## src/bmx_pkg.sv

```systemverilog
// Package of opcodes, widths and state codes for the branch and move unit
package bmx_pkg;
  localparam logic [7:0] BMX_OP_JC = 8'h40;
  localparam logic [7:0] BMX_OP_JIND = 8'h73;
  localparam logic [7:0] BMX_OP_JBCLR = 8'h30;
  localparam logic [7:0] BMX_OP_JNC = 8'h50;
  localparam logic [7:0] BMX_OP_JNZ = 8'h70;
  localparam logic [7:0] BMX_OP_JZ = 8'h60;
  localparam logic [7:0] BMX_OP_LONG_CALL = 8'h12;
  localparam logic [7:0] BMX_OP_LONG_JUMP = 8'h02;
  localparam logic [7:0] BMX_OP_LDDP = 8'h90;
  localparam logic [7:0] BMX_OP_CFDP = 8'h93;
  localparam logic [7:0] BMX_OP_CFPC = 8'h83;
  localparam logic [4:0] BMX_OP_ABANK = 5'h1d;
  localparam logic [6:0] BMX_OP_STIND = 7'h7b;
  localparam logic [15:0] BMX_LEN1 = 16'h0001;
  localparam logic [15:0] BMX_LEN2 = 16'h0002;
  localparam logic [15:0] BMX_LEN3 = 16'h0003;
  localparam logic [7:0] BMX_ONE8 = 8'h01;
  localparam logic [7:0] BMX_ZERO8 = 8'h00;
  localparam logic [2:0] BMX_BANK_BITS = 3'h7;

  typedef enum logic [4:0]
  {
    BMX_IDLE = 5'b00001,
    BMX_EXEC = 5'b00010,
    BMX_PUSH_HI = 5'b00100,
    BMX_CODE_RD = 5'b01000,
    BMX_DONE = 5'b10000
  } bmx_state_t;
endpackage : bmx_pkg

```

## src/bmx_stack_ram.sv

```systemverilog
// Small internal data RAM with registered read data
`timescale 1ns/1ps
`default_nettype none
module bmx_stack_ram
(
  input wire logic clk_i, // System clock
  input wire logic we_i, // Write strobe
  input wire logic [7:0] waddr_i, // Write address
  input wire logic [7:0] wdata_i, // Write data
  input wire logic [7:0] raddr_i, // Read address
  output logic [7:0] rdata_o // Registered read data
);
  logic [7:0] mem_r [0:255];

  always_ff @(posedge clk_i)
  begin
    if (we_i)
    begin
      mem_r[waddr_i] <= wdata_i;
    end
    rdata_o <= mem_r[raddr_i];
  end
endmodule : bmx_stack_ram
`default_nettype wire

```

## src/bmx_branch_move.sv

```systemverilog
// Execute unit for branches, calls, byte copies and code table reads
// Overview of operation
// - Carry jump: advance two, branch if set
// - Indirect jump loads acc plus pointer
// - Bit-clear jump: advance three, branch if zero
// - No-carry jump: advance two, branch if clear
// - Nonzero jump branches when accumulator nonzero
// - Zero jump branches when accumulator zero
// - Long call pushes pc+3 low then high
// - Long call loads sixteen-bit target in the low-push cycle
// - Long jump loads sixteen-bit target, no flags
// - Byte copy leaves source and flags unchanged
// - Acc from bank register: one byte, cycle
// - Load data pointer high then low
// - Code load from acc plus base
// - Pointer-based code load, full carry sum
// - Pc-based code load advances pc first
`timescale 1ns/1ps
`default_nettype none
module bmx_branch_move
  import bmx_pkg::*;
(
  input wire logic clk_i, // 20 MHz clock
  input wire logic sys_rst_i, // Sync reset, active high
  input wire logic start_i, // Instruction valid pulse
  input wire logic [7:0] op_i, // Opcode byte
  input wire logic [7:0] b2_i, // Second instruction byte
  input wire logic [7:0] b3_i, // Third instruction byte
  input wire logic [15:0] pc_i, // Address of the opcode
  input wire logic [7:0] acc_i, // Accumulator
  input wire logic [15:0] data_pointer_i, // Data pointer
  input wire logic [7:0] sp_i, // Stack pointer
  input wire logic carry_i, // Carry flag
  input wire logic bit_i, // Addressed bit value
  input wire logic [63:0] bank_i, // Eight bank registers
  input wire logic [7:0] code_data_i, // Program memory read data
  output logic done_o, // One-cycle completion pulse
  output logic [15:0] pc_o, // Next program counter
  output logic [7:0] acc_o, // Accumulator result
  output logic acc_we_o, // Accumulator write enable
  output logic [15:0] data_pointer_o, // Data pointer result
  output logic data_pointer_we_o, // Data pointer write enable
  output logic [7:0] sp_o, // Stack pointer result
  output logic code_rd_o, // Program memory read strobe
  output logic [15:0] code_addr_o, // Program memory address
  output logic ram_we_o, // Data RAM write strobe
  output logic [7:0] ram_addr_o, // Data RAM address
  output logic [7:0] ram_wdata_o, // Data RAM write data
  output logic [7:0] stack_rdata_o // Registered RAM read data
);
  typedef struct packed
  {
    bmx_state_t st;
    logic done;
    logic [15:0] pc;
    logic [7:0] acc;
    logic acc_we;
    logic [15:0] data_pointer;
    logic data_pointer_we;
    logic [7:0] sp;
    logic code_rd;
    logic [15:0] code_addr;
    logic ram_we;
    logic [7:0] ram_addr;
    logic [7:0] ram_wdata;
    logic [7:0] hi_byte;
  } bmx_regs_t;

  bmx_regs_t s_r;
  bmx_regs_t s_nxt;

  // Sign-extended relative target
  function automatic logic [15:0] rel_target(input logic [15:0] base,
                                             input logic [7:0] rel);
    rel_target = base + {{8{rel[7]}}, rel};
  endfunction : rel_target

  // Fall through or branch
  function automatic logic [15:0] cond_pc(input logic [15:0] adv,
                                          input logic [7:0] rel,
                                          input logic take);
    cond_pc = take ? rel_target(adv, rel) : adv;
  endfunction : cond_pc

  logic [15:0] pc2;
  logic [15:0] pc3;
  logic [15:0] pc1;
  assign pc1 = pc_i + BMX_LEN1;
  assign pc2 = pc_i + BMX_LEN2;
  assign pc3 = pc_i + BMX_LEN3;

  // ==================================================================
  // Next-state logic
  always_comb
  begin
    s_nxt = s_r;
    s_nxt.done = 1'b0;
    s_nxt.acc_we = 1'b0;
    s_nxt.data_pointer_we = 1'b0;
    s_nxt.ram_we = 1'b0;
    s_nxt.code_rd = 1'b0;
    unique case (s_r.st)
      BMX_IDLE:
      begin
        if (start_i)
        begin
          s_nxt.st = BMX_EXEC;
          s_nxt.pc = pc1;
          if (op_i == BMX_OP_JC)
          begin
            s_nxt.pc = cond_pc(pc2, b2_i, carry_i);
          end
          else if (op_i == BMX_OP_JNC)
          begin
            s_nxt.pc = cond_pc(pc2, b2_i, !carry_i);
          end
          else if (op_i == BMX_OP_JNZ)
          begin
            s_nxt.pc = cond_pc(pc2, b2_i, |acc_i);
          end
          else if (op_i == BMX_OP_JZ)
          begin
            s_nxt.pc = cond_pc(pc2, b2_i, ~|acc_i);
          end
          else if (op_i == BMX_OP_JBCLR)
          begin
            s_nxt.pc = cond_pc(pc3, b3_i, !bit_i);
          end
          else if (op_i == BMX_OP_JIND)
          begin
            s_nxt.pc = {BMX_ZERO8, acc_i} + data_pointer_i;
          end
          else if (op_i == BMX_OP_LONG_JUMP)
          begin
            s_nxt.pc = {b2_i, b3_i};
          end
          else if (op_i == BMX_OP_LONG_CALL)
          begin
            s_nxt.sp = sp_i + BMX_ONE8;
            s_nxt.ram_we = 1'b1;
            s_nxt.ram_addr = sp_i + BMX_ONE8;
            s_nxt.ram_wdata = pc3[7:0];
            s_nxt.hi_byte = pc3[15:8];
            s_nxt.pc = {b2_i, b3_i};
            s_nxt.st = BMX_PUSH_HI;
          end
          else if (op_i == BMX_OP_LDDP)
          begin
            s_nxt.pc = pc3;
            s_nxt.data_pointer = {b2_i, b3_i};
            s_nxt.data_pointer_we = 1'b1;
          end
          else if (op_i == BMX_OP_CFDP)
          begin
            s_nxt.code_addr = {BMX_ZERO8, acc_i} + data_pointer_i;
            s_nxt.code_rd = 1'b1;
            s_nxt.st = BMX_CODE_RD;
          end
          else if (op_i == BMX_OP_CFPC)
          begin
            s_nxt.code_addr = {BMX_ZERO8, acc_i} + pc1;
            s_nxt.code_rd = 1'b1;
            s_nxt.st = BMX_CODE_RD;
          end
          else if (op_i[7:3] == BMX_OP_ABANK)
          begin
            // Accumulator loads and pc advances by one; single cycle
            s_nxt.acc = bank_i[{op_i[2:0] & BMX_BANK_BITS, 3'h0} +: 8];
            s_nxt.acc_we = 1'b1;
            s_nxt.done = 1'b1;
            s_nxt.st = BMX_IDLE;
          end
          else if (op_i[7:1] == BMX_OP_STIND)
          begin
            s_nxt.ram_addr = bank_i[{2'h0, op_i[0], 3'h0} +: 8];
            s_nxt.ram_wdata = acc_i;
            s_nxt.ram_we = 1'b1;
            s_nxt.done = 1'b1;
            s_nxt.st = BMX_IDLE;
          end
        end
      end
      BMX_EXEC:
      begin
        s_nxt.done = 1'b1;
        s_nxt.st = BMX_IDLE;
      end
      BMX_PUSH_HI:
      begin
        s_nxt.sp = s_r.sp + BMX_ONE8;
        s_nxt.ram_addr = s_r.sp + BMX_ONE8;
        s_nxt.ram_wdata = s_r.hi_byte;
        s_nxt.ram_we = 1'b1;
        s_nxt.done = 1'b1;
        s_nxt.st = BMX_IDLE;
      end
      BMX_CODE_RD:
      begin
        s_nxt.st = BMX_DONE;
      end
      BMX_DONE:
      begin
        s_nxt.acc = code_data_i;
        s_nxt.acc_we = 1'b1;
        s_nxt.done = 1'b1;
        s_nxt.st = BMX_IDLE;
      end
      default:
      begin
        s_nxt.st = BMX_IDLE;
      end
    endcase
  end

  // ==================================================================
  // State register
  always_ff @(posedge clk_i)
  begin
    if (sys_rst_i)
    begin
      s_r <= '0;
      s_r.st <= BMX_IDLE;
    end
    else
    begin
      s_r <= s_nxt;
    end
  end

  // ==================================================================
  // Stack RAM
  bmx_stack_ram u_ram
  (
    .clk_i(clk_i),
    .we_i(s_r.ram_we),
    .waddr_i(s_r.ram_addr),
    .wdata_i(s_r.ram_wdata),
    .raddr_i(s_r.ram_addr),
    .rdata_o(stack_rdata_o)
  );

  assign done_o = s_r.done;
  assign pc_o = s_r.pc;
  assign acc_o = s_r.acc;
  assign acc_we_o = s_r.acc_we;
  assign data_pointer_o = s_r.data_pointer;
  assign data_pointer_we_o = s_r.data_pointer_we;
  assign sp_o = s_r.sp;
  assign code_rd_o = s_r.code_rd;
  assign code_addr_o = s_r.code_addr;
  assign ram_we_o = s_r.ram_we;
  assign ram_addr_o = s_r.ram_addr;
  assign ram_wdata_o = s_r.ram_wdata;

  // ==================================================================
  // Checks
  // Helper copies for checks
  logic [15:0] pc2_q;
  logic [15:0] pc3_q;
  logic [15:0] pc3_q2;
  logic [7:0] sp_q1;
  logic [7:0] sp_q2;
  logic [7:0] b2_q;
  logic [7:0] b3_q;
  always_ff @(posedge clk_i)
  begin
    pc2_q <= pc2;
    pc3_q <= pc3;
    pc3_q2 <= pc3_q;
    sp_q1 <= sp_i;
    sp_q2 <= sp_q1;
    b2_q <= b2_i;
    b3_q <= b3_i;
  end

  chk_jc_taken: assert property (@(posedge clk_i) disable iff (sys_rst_i)
    (s_r.st == BMX_IDLE && start_i && op_i == BMX_OP_JC && carry_i)
    |=> s_r.pc == pc2_q + {{8{b2_q[7]}}, b2_q})
    else $error("carry jump target wrong");
  chk_jind_sum: assert property (@(posedge clk_i) disable iff (sys_rst_i)
    (s_r.st == BMX_IDLE && start_i && op_i == BMX_OP_JIND)
    |=> s_r.pc == $past(data_pointer_i) + {8'h00, $past(acc_i)} && !s_r.acc_we)
    else $error("indirect jump wrong");
  chk_jnb_fall: assert property (@(posedge clk_i) disable iff (sys_rst_i)
    (s_r.st == BMX_IDLE && start_i && op_i == BMX_OP_JBCLR && bit_i)
    |=> s_r.pc == $past(pc_i) + 16'h0003)
    else $error("bit jump fall-through wrong");
  chk_jnc_fall: assert property (@(posedge clk_i) disable iff (sys_rst_i)
    (s_r.st == BMX_IDLE && start_i && op_i == BMX_OP_JNC && carry_i)
    |=> s_r.pc == $past(pc_i) + 16'h0002 ##1 s_r.done)
    else $error("no-carry fall-through wrong");
  chk_jnz_two: assert property (@(posedge clk_i) disable iff (sys_rst_i)
    (s_r.st == BMX_IDLE && start_i && op_i == BMX_OP_JNZ)
    |=> !s_r.done ##1 s_r.done && !s_r.acc_we)
    else $error("nonzero jump timing wrong");
  chk_jz_fall: assert property (@(posedge clk_i) disable iff (sys_rst_i)
    (s_r.st == BMX_IDLE && start_i && op_i == BMX_OP_JZ && acc_i != 8'h00)
    |=> s_r.pc == $past(pc_i) + 16'h0002)
    else $error("zero jump fall-through wrong");
  chk_call_push: assert property (@(posedge clk_i) disable iff (sys_rst_i)
    (s_r.st == BMX_IDLE && start_i && op_i == BMX_OP_LONG_CALL)
    |=> s_r.ram_we && s_r.ram_wdata == pc3_q[7:0] ##1
        s_r.ram_we && s_r.ram_wdata == pc3_q2[15:8] && s_r.sp == sp_q2 + 8'h02)
    else $error("call push wrong");
  chk_long_jump_tgt: assert property (@(posedge clk_i) disable iff (sys_rst_i)
    (s_r.st == BMX_IDLE && start_i && op_i == BMX_OP_LONG_JUMP)
    |=> s_r.pc == {b2_q, b3_q})
    else $error("long jump target wrong");
  chk_code_fetch_load_dp: assert property (@(posedge clk_i) disable iff (sys_rst_i)
    (s_r.st == BMX_IDLE && start_i && op_i == BMX_OP_CFDP)
    |=> s_r.code_rd ##2 s_r.acc_we && s_r.done)
    else $error("code load timing wrong");
endmodule : bmx_branch_move
`default_nettype wire

```

## config.mk

```make
export PLATFORM = sky130hd
export DESIGN_NAME = bmx_branch_move
export DESIGN_NICKNAME = d
export VERILOG_FILES = /design/src/bmx_pkg.sv /design/src/bmx_stack_ram.sv /design/src/bmx_branch_move.sv
export SDC_FILE = /design/constraint.sdc
export NUM_CORES = 2
export LEC_CHECK = 0
export BUFFER_PORTS_ARGS = -buffer_cell sky130_fd_sc_hd__buf_2
export CAP_MARGIN = 20
export CORE_UTILIZATION = 40
export DETAILED_ROUTE_END_ITERATION = 6
export SLEW_MARGIN = 20
export SYNTH_ARGS = -nofsm -noshare
export SYNTH_HDL_FRONTEND = slang
export SYNTH_SLANG_ARGS = --single-unit
```

## constraint.sdc

```tcl
create_clock -name clk_i -period 5.58 [get_ports clk_i]
set_input_delay 0.279 -clock clk_i [delete_from_list [all_inputs] [get_ports clk_i]]
set_output_delay 0.279 -clock clk_i [all_outputs]
set_load 0.05 [all_outputs]
```

* Yosys cells after proc, flatten, opt, wreduce, memory -nomap -nowiden
Memories as Yosys holds them, arrays and structs flattened. A register that Yosys moved wholly into a read port is not among the register bits.
Index checks and enable logic that the tools add are counted.
** Storage, ports and cells
- Memories :: 1
- Logic and storage cells :: 150
- Bits in registers :: 98
- RAM bits :: 2048
- Output and inout bits :: 93
- Bits of input ports :: 149
** Memory list
- u_ram.mem_r :: words 256, bits a word 8, rd ports 1, clocked after memory_dff 1, wr ports 1, line bmx_stack_ram.sv:13 : logic [7:0] mem_r [0:255];
** Cells by class
- Equality and inequality tests :: 37
- Mux-type cells :: 62
- Add/subtract/negate cells :: 9
- Bitwise operators :: 11
- Reductions and logical operators :: 14
- Shifts and indexed selects :: 2
** Operators with widths (number)
- $mux W76 :: 7
- $mux W16 :: 14
- $mux W17 :: 9
- $mux W98 :: 1
- $shiftx A64 B5 Y8 :: 1
- $shiftx A64 B7 Y8 :: 1
- $mux W6 :: 9
- $eq A8 B7 Y1 const B :: 5
- $mux W9 :: 4
- $mux W34 :: 1
- $pmux W17 S2 :: 1
- $add A16 B16 Y16 :: 2
- $add A16 B2 Y16 const B :: 2
- $add A8 B16 Y16 :: 2
- $ne A2 B2 Y1 const B :: 14
- $reduce_and A14 Y1 :: 2
- $mux W26 :: 1
- $eq A8 B8 Y1 const B :: 3
- $reduce_and A10 Y1 :: 2
- $pmux W9 S2 :: 1
- $add A16 B1 Y16 const B :: 1
- $add A8 B1 Y8 const B :: 2
- $mux W8 :: 2
- $pmux W8 S2 :: 1
- other kinds (24) :: 47

* Longest topological paths before layout
- Depth after elaboration :: 16
- Gate-level depth with buffers :: 16
- Depth with buffers taken out :: 15

* Hierarchy
From an unflattened synthesis, not the netlist that was laid out.
** Unflattened totals
- Cells, all modules :: 5079
- Area, all modules :: 89694.8 µm²
** Modules (own cells, without submodules)
- bmx_stack_ram :: area an instance 79556.3 µm², times used 1, seq. area each 61659.1 µm², cells an instance 3733
- bmx_branch_move :: area an instance 10138.5 µm², times used 1, seq. area each 1961.9 µm², cells an instance 1346

* Worst setup path after synthesis
No wires, ideal clock.
- Path type :: register to output
- Start point :: register s_r (netlist bit ram_wdata_o[2])
- End point :: output port ram_wdata_o[2]
- Path buffers :: 1
- Data required time :: 5.301 ns
- Arrival :: 4.012 ns
- Cell stages (with the launch flop) :: 2
- Path slack :: 1.289 ns
- Path through :: dfxtp_1 buf_4
** RTL lines
- start: declaration :: line bmx_branch_move.sv:69 : bmx_regs_t s_r;
- start signal: assignment :: line bmx_branch_move.sv:226 : s_r <= s_nxt;
- end: declaration :: line bmx_branch_move.sv:48 : output logic [7:0] ram_wdata_o,
No word-level cell between the ends.

* Final worst setup path
- Start point :: input port pc_i[1]
- End point :: register s_r (netlist bit pc_o[15])
** Between the ends
- Longest elaborated chain between the ends :: 10
- Elaborated cells on any way between the ends :: 19
- Those cells by class :: 5 x add/sub; 14 x mux
** Ends and longest elaborated chain
- start: declaration :: line bmx_branch_move.sv:29 : input wire logic [15:0] pc_i,
- parallel branches: the longest is 9 deep, another holds $add A16 B2 Y16
- $mux W16 * :: line bmx_branch_move.sv:109 : if (op_i == BMX_OP_JC)
Mark *: on every way between the ends.
A chain may end at the register's enable or synchronous reset.

==> metrics.md <==
| Metric | Value |
|---|---|
| Area growth syn-to-layout | 13.8% |
| Largest area contributor in the netlist | edfxtp_1 |
| Final min period | 4190 ps |
| CTS root buffer | clkbuf_16 |
| Final Hold Viols | 0 |
| I/O Buffers | 241 |
| Finished layout cell area | 102000 um2 |
| Worst-path clk slew | 70 ps |
| Row count | 173 |
| Dpl cell area | 94400 um2 |
| # setup viols final | 0 |
| Most common cell in the netlist | edfxtp_1 |
| Most frequent cells after synthesis | edfxtp_1, mux4_2, nor2_1, nand2_1, clkbuf_1 |
| Total grt overflow | 0 |
| Sequential share of the synthesized area | 71.1% |
| Leakage Power | 30.6 nW |
| Setup bufs post-CTS | 0 |
| Drt first-iter violations | 5586 |
| Synth Net Count | 4926 |
| CP Capture Type | register |
| #FFs+latches synth | 2154 |
| Tot GR Track Use | 21.7% |
| Layout Nets | 5262 |
| Outcome | finished, violations left |
| Routed vias | 48000 |
| Die W | 475 um |
| Initial antenna violation count | 3 |
| First-pass GRT wire length | 351 mm |
| Post-synth cell types | 81 |
| FMAX | 239 MHz |
| Starting Density | 40.3% |
| Final Max Tran Viols | 0 |
| Failing checks | DRC |
| Synth area leaders | edfxtp_1, mux4_2, dfxtp_1 |
| RSZ-0062 raised after global routing | no |
| R2R depth | 9 |
| Register area | 63700 um2 |
| Routed WL per cell | 30.0 um |
| Pin count of the biggest net entering global routing | 180 |
| CTS sink cnt | 2154 |
| Relative slew slack | 4.29% |
| Filler Cell Count | 18700 |
| Die ar. | 226000 um2 |
| Post-synth ARST share | 0% |
| Worst EP arrival | 4960 ps |
| Yosys top cell area share | 68.7% |
| Worst-Margin Slew | 1440 ps |
| GP Congestion | 0.954 |
| Mapped Cells | 4718 |
| Syn Std Cell Area | 89500 um2 |
| CP Capture Point | pc_o[15] |
| Detailed-placement wirelength estimate | 156 mm |
| Core area | 222000 um2 |
| Vias per Instance | 5.84 |
| H-Tree Level Count | 4 |
| Share of cells above drive strength 1 | 27.9% |
| Final period util | 75.1% |
| Average size of a mapped cell | 19.0 um2 |
| Crit path launch | pc_i[1] |
| PwrDens | 321 nW/um2 |
| Final ANT Viol Nets | 0 |
| Max cap viols | 0 |
| Kind of critical path | in -> reg |
| Ys flop type | edfxtp_1 |
| Post-synth EDFFs | 2048 |
| Vias in the first global route | 47400 |
| CTS tree | built |
| Worst vdd ir | 0.000276 V |
| Drt pass-1 iters | 7 |
| Setup TNS | 0 ps |
| WL final | 246 mm |
| Cts bufs inserted | 211 |
| Crit start category | input port |
| Setup Skew | 55.4 ps |
| Die H | 475 um |
| Hold Path Class | in -> reg |
| I/O Pins | 242 |
| Critical R2R Capture | u_ram.rdata_o[3] |
| Clk_lat worst skew | 870 ps |
| Warnings from Yosys | 0 |
| Origin of the critical flop-to-flop path | ram_addr_o[0] |
| R2r setup slk | 1440 ps |
| Area of the multi-input gates | 24000 um2 |
| CP required | 6350 ps |
| Worst-case clock buffer depth | 3 |
| Drt drc | 1 |
| Crit Path Max Fanout | 7 |
power by group:
part / switching [mW] / internal (mW)
Combinational: 0.635 / 0.354
Sequential: 0.0381 / 17.4
Clock: 6.29 / 7.94
cell type report:
type / count / area share, %
Clock inverter: 141 / 1.38
Inverter: 38 / 0.140
Sequential cell: 2154 / 62.5
Tap cell: 2975 / 3.65
Multi-Input combinational cell: 2172 / 23.6
Timing Repair Buffer: 477 / 3.38
Clock buffer: 253 / 5.39
Antenna cell: 3 / 0.00737
metrics by stage:
stage | total power [mW] | setup slack, ps | util, % | hold slack (ps) | std cells
2_1_floorplan | 18.5 | 1290 | - | 415 | 4718
3_3_place_gp | 18.8 | 1080 | 42.5 | 434 | 7761
3_5_place_dp | 18.8 | 1180 | 42.5 | 437 | 7761
4_1_cts | 32.9 | 1480 | 45.8 | 3.13 | 8210
5_1_grt | 33.5 | 1060 | 45.8 | 58.5 | 8210
6_report | 32.7 | 1390 | 45.8 | 63.0 | 8213
worst min-delay path by stage:
stage / startpoint / to / slack [ps] / cells past startpoint
after floorplan: b3_i[0] / data_pointer_o[0] / 410 / 2
after global placement: s_r[7] / ram_wdata_o[7] / 430 / 2
after detailed placement: s_r[6] / ram_wdata_o[6] / 440 / 2
after CTS: bank_i[4] / ram_addr_o[4] / 3 / 5
after global routing: sp_i[5] / sp_o[5] / 60 / 4
final: sp_i[5] / sp_o[7] / 60 / 6
critical path: stages:
cell and delay (ps):
dlygate4sd3_1 510, buf_2 190, inv_1 170, ha_1 240, a21oi_1 530, nor2_1 170, xnor2_1 340, ha_1 340
o21a_1 120, o21a_1 180, a2111oi_0 910, o311ai_0 300, o211ai_1 180, xnor2_1 170, mux2i_1 230, o31ai_1 80
layer usage:
layer  global-route usage [%]  vias up  routed length, um
met5                        0        -                  0
met4                     7.25        0               8200
met3                     3.93      383              18600
met2                     34.2     2076             117000
met1                     30.4    25600             103000
li1                         -    20000                  -
cell usage in the layout (no fill, tap or decap), types with 12 or more instances in the layout:
cell and count:
buf_4 156, a31oi_1 25, clkbuf_16 212, inv_1 38, nand4_1 24, o21a_1 14
a21oi_1 112, a22oi_1 27, edfxtp_1 2048, xnor2_1 60, and3_1 19, nand2b_1 19
nor4_1 20, bufinv_16 19, dlygate4sd3_1 55, nand3_1 68, o211ai_1 18, mux2i_1 34
dfxtp_4 12, o21ai_0 75, xor2_1 38, clkinv_1 56, nor3_1 37, nand2_1 167
a21o_1 12, clkbuf_1 38, a211oi_1 38, ha_1 55, dfxtp_1 92, buf_12 26
nor2_1 383, clkinv_2 33, buf_2 240, nor2b_1 44, mux4_2 662
state kept, by name (all words and copies together) (netlist names):
name / cells
u_ram.rdata_o: 8
ram_addr_o: 8
acc_o: 8
data_pointer_we_o: 1
sp_o: 8
s_r: 13
data_pointer_o: 16
pc_o: 16
done_o: 1
ram_we_o: 1
code_addr_o: 16
u_ram.mem_r: 2048
code_rd_o: 1
acc_we_o: 1
ram_wdata_o: 8
cell families after synthesis:
logic type	share of synthesized area, %
xor+xnor	0.977
mux	17.2
flops	71.1
simple gates	4.49
compound gates	3.27
buf+inv	2.17
fa+ha+maj	0.858
timing repair:
item	CTS	global route
hold buffers	55	0
hold endpoints to repair	76	0
resized for setup	0	0
Note: power is estimated with default switching activity, not from simulation.
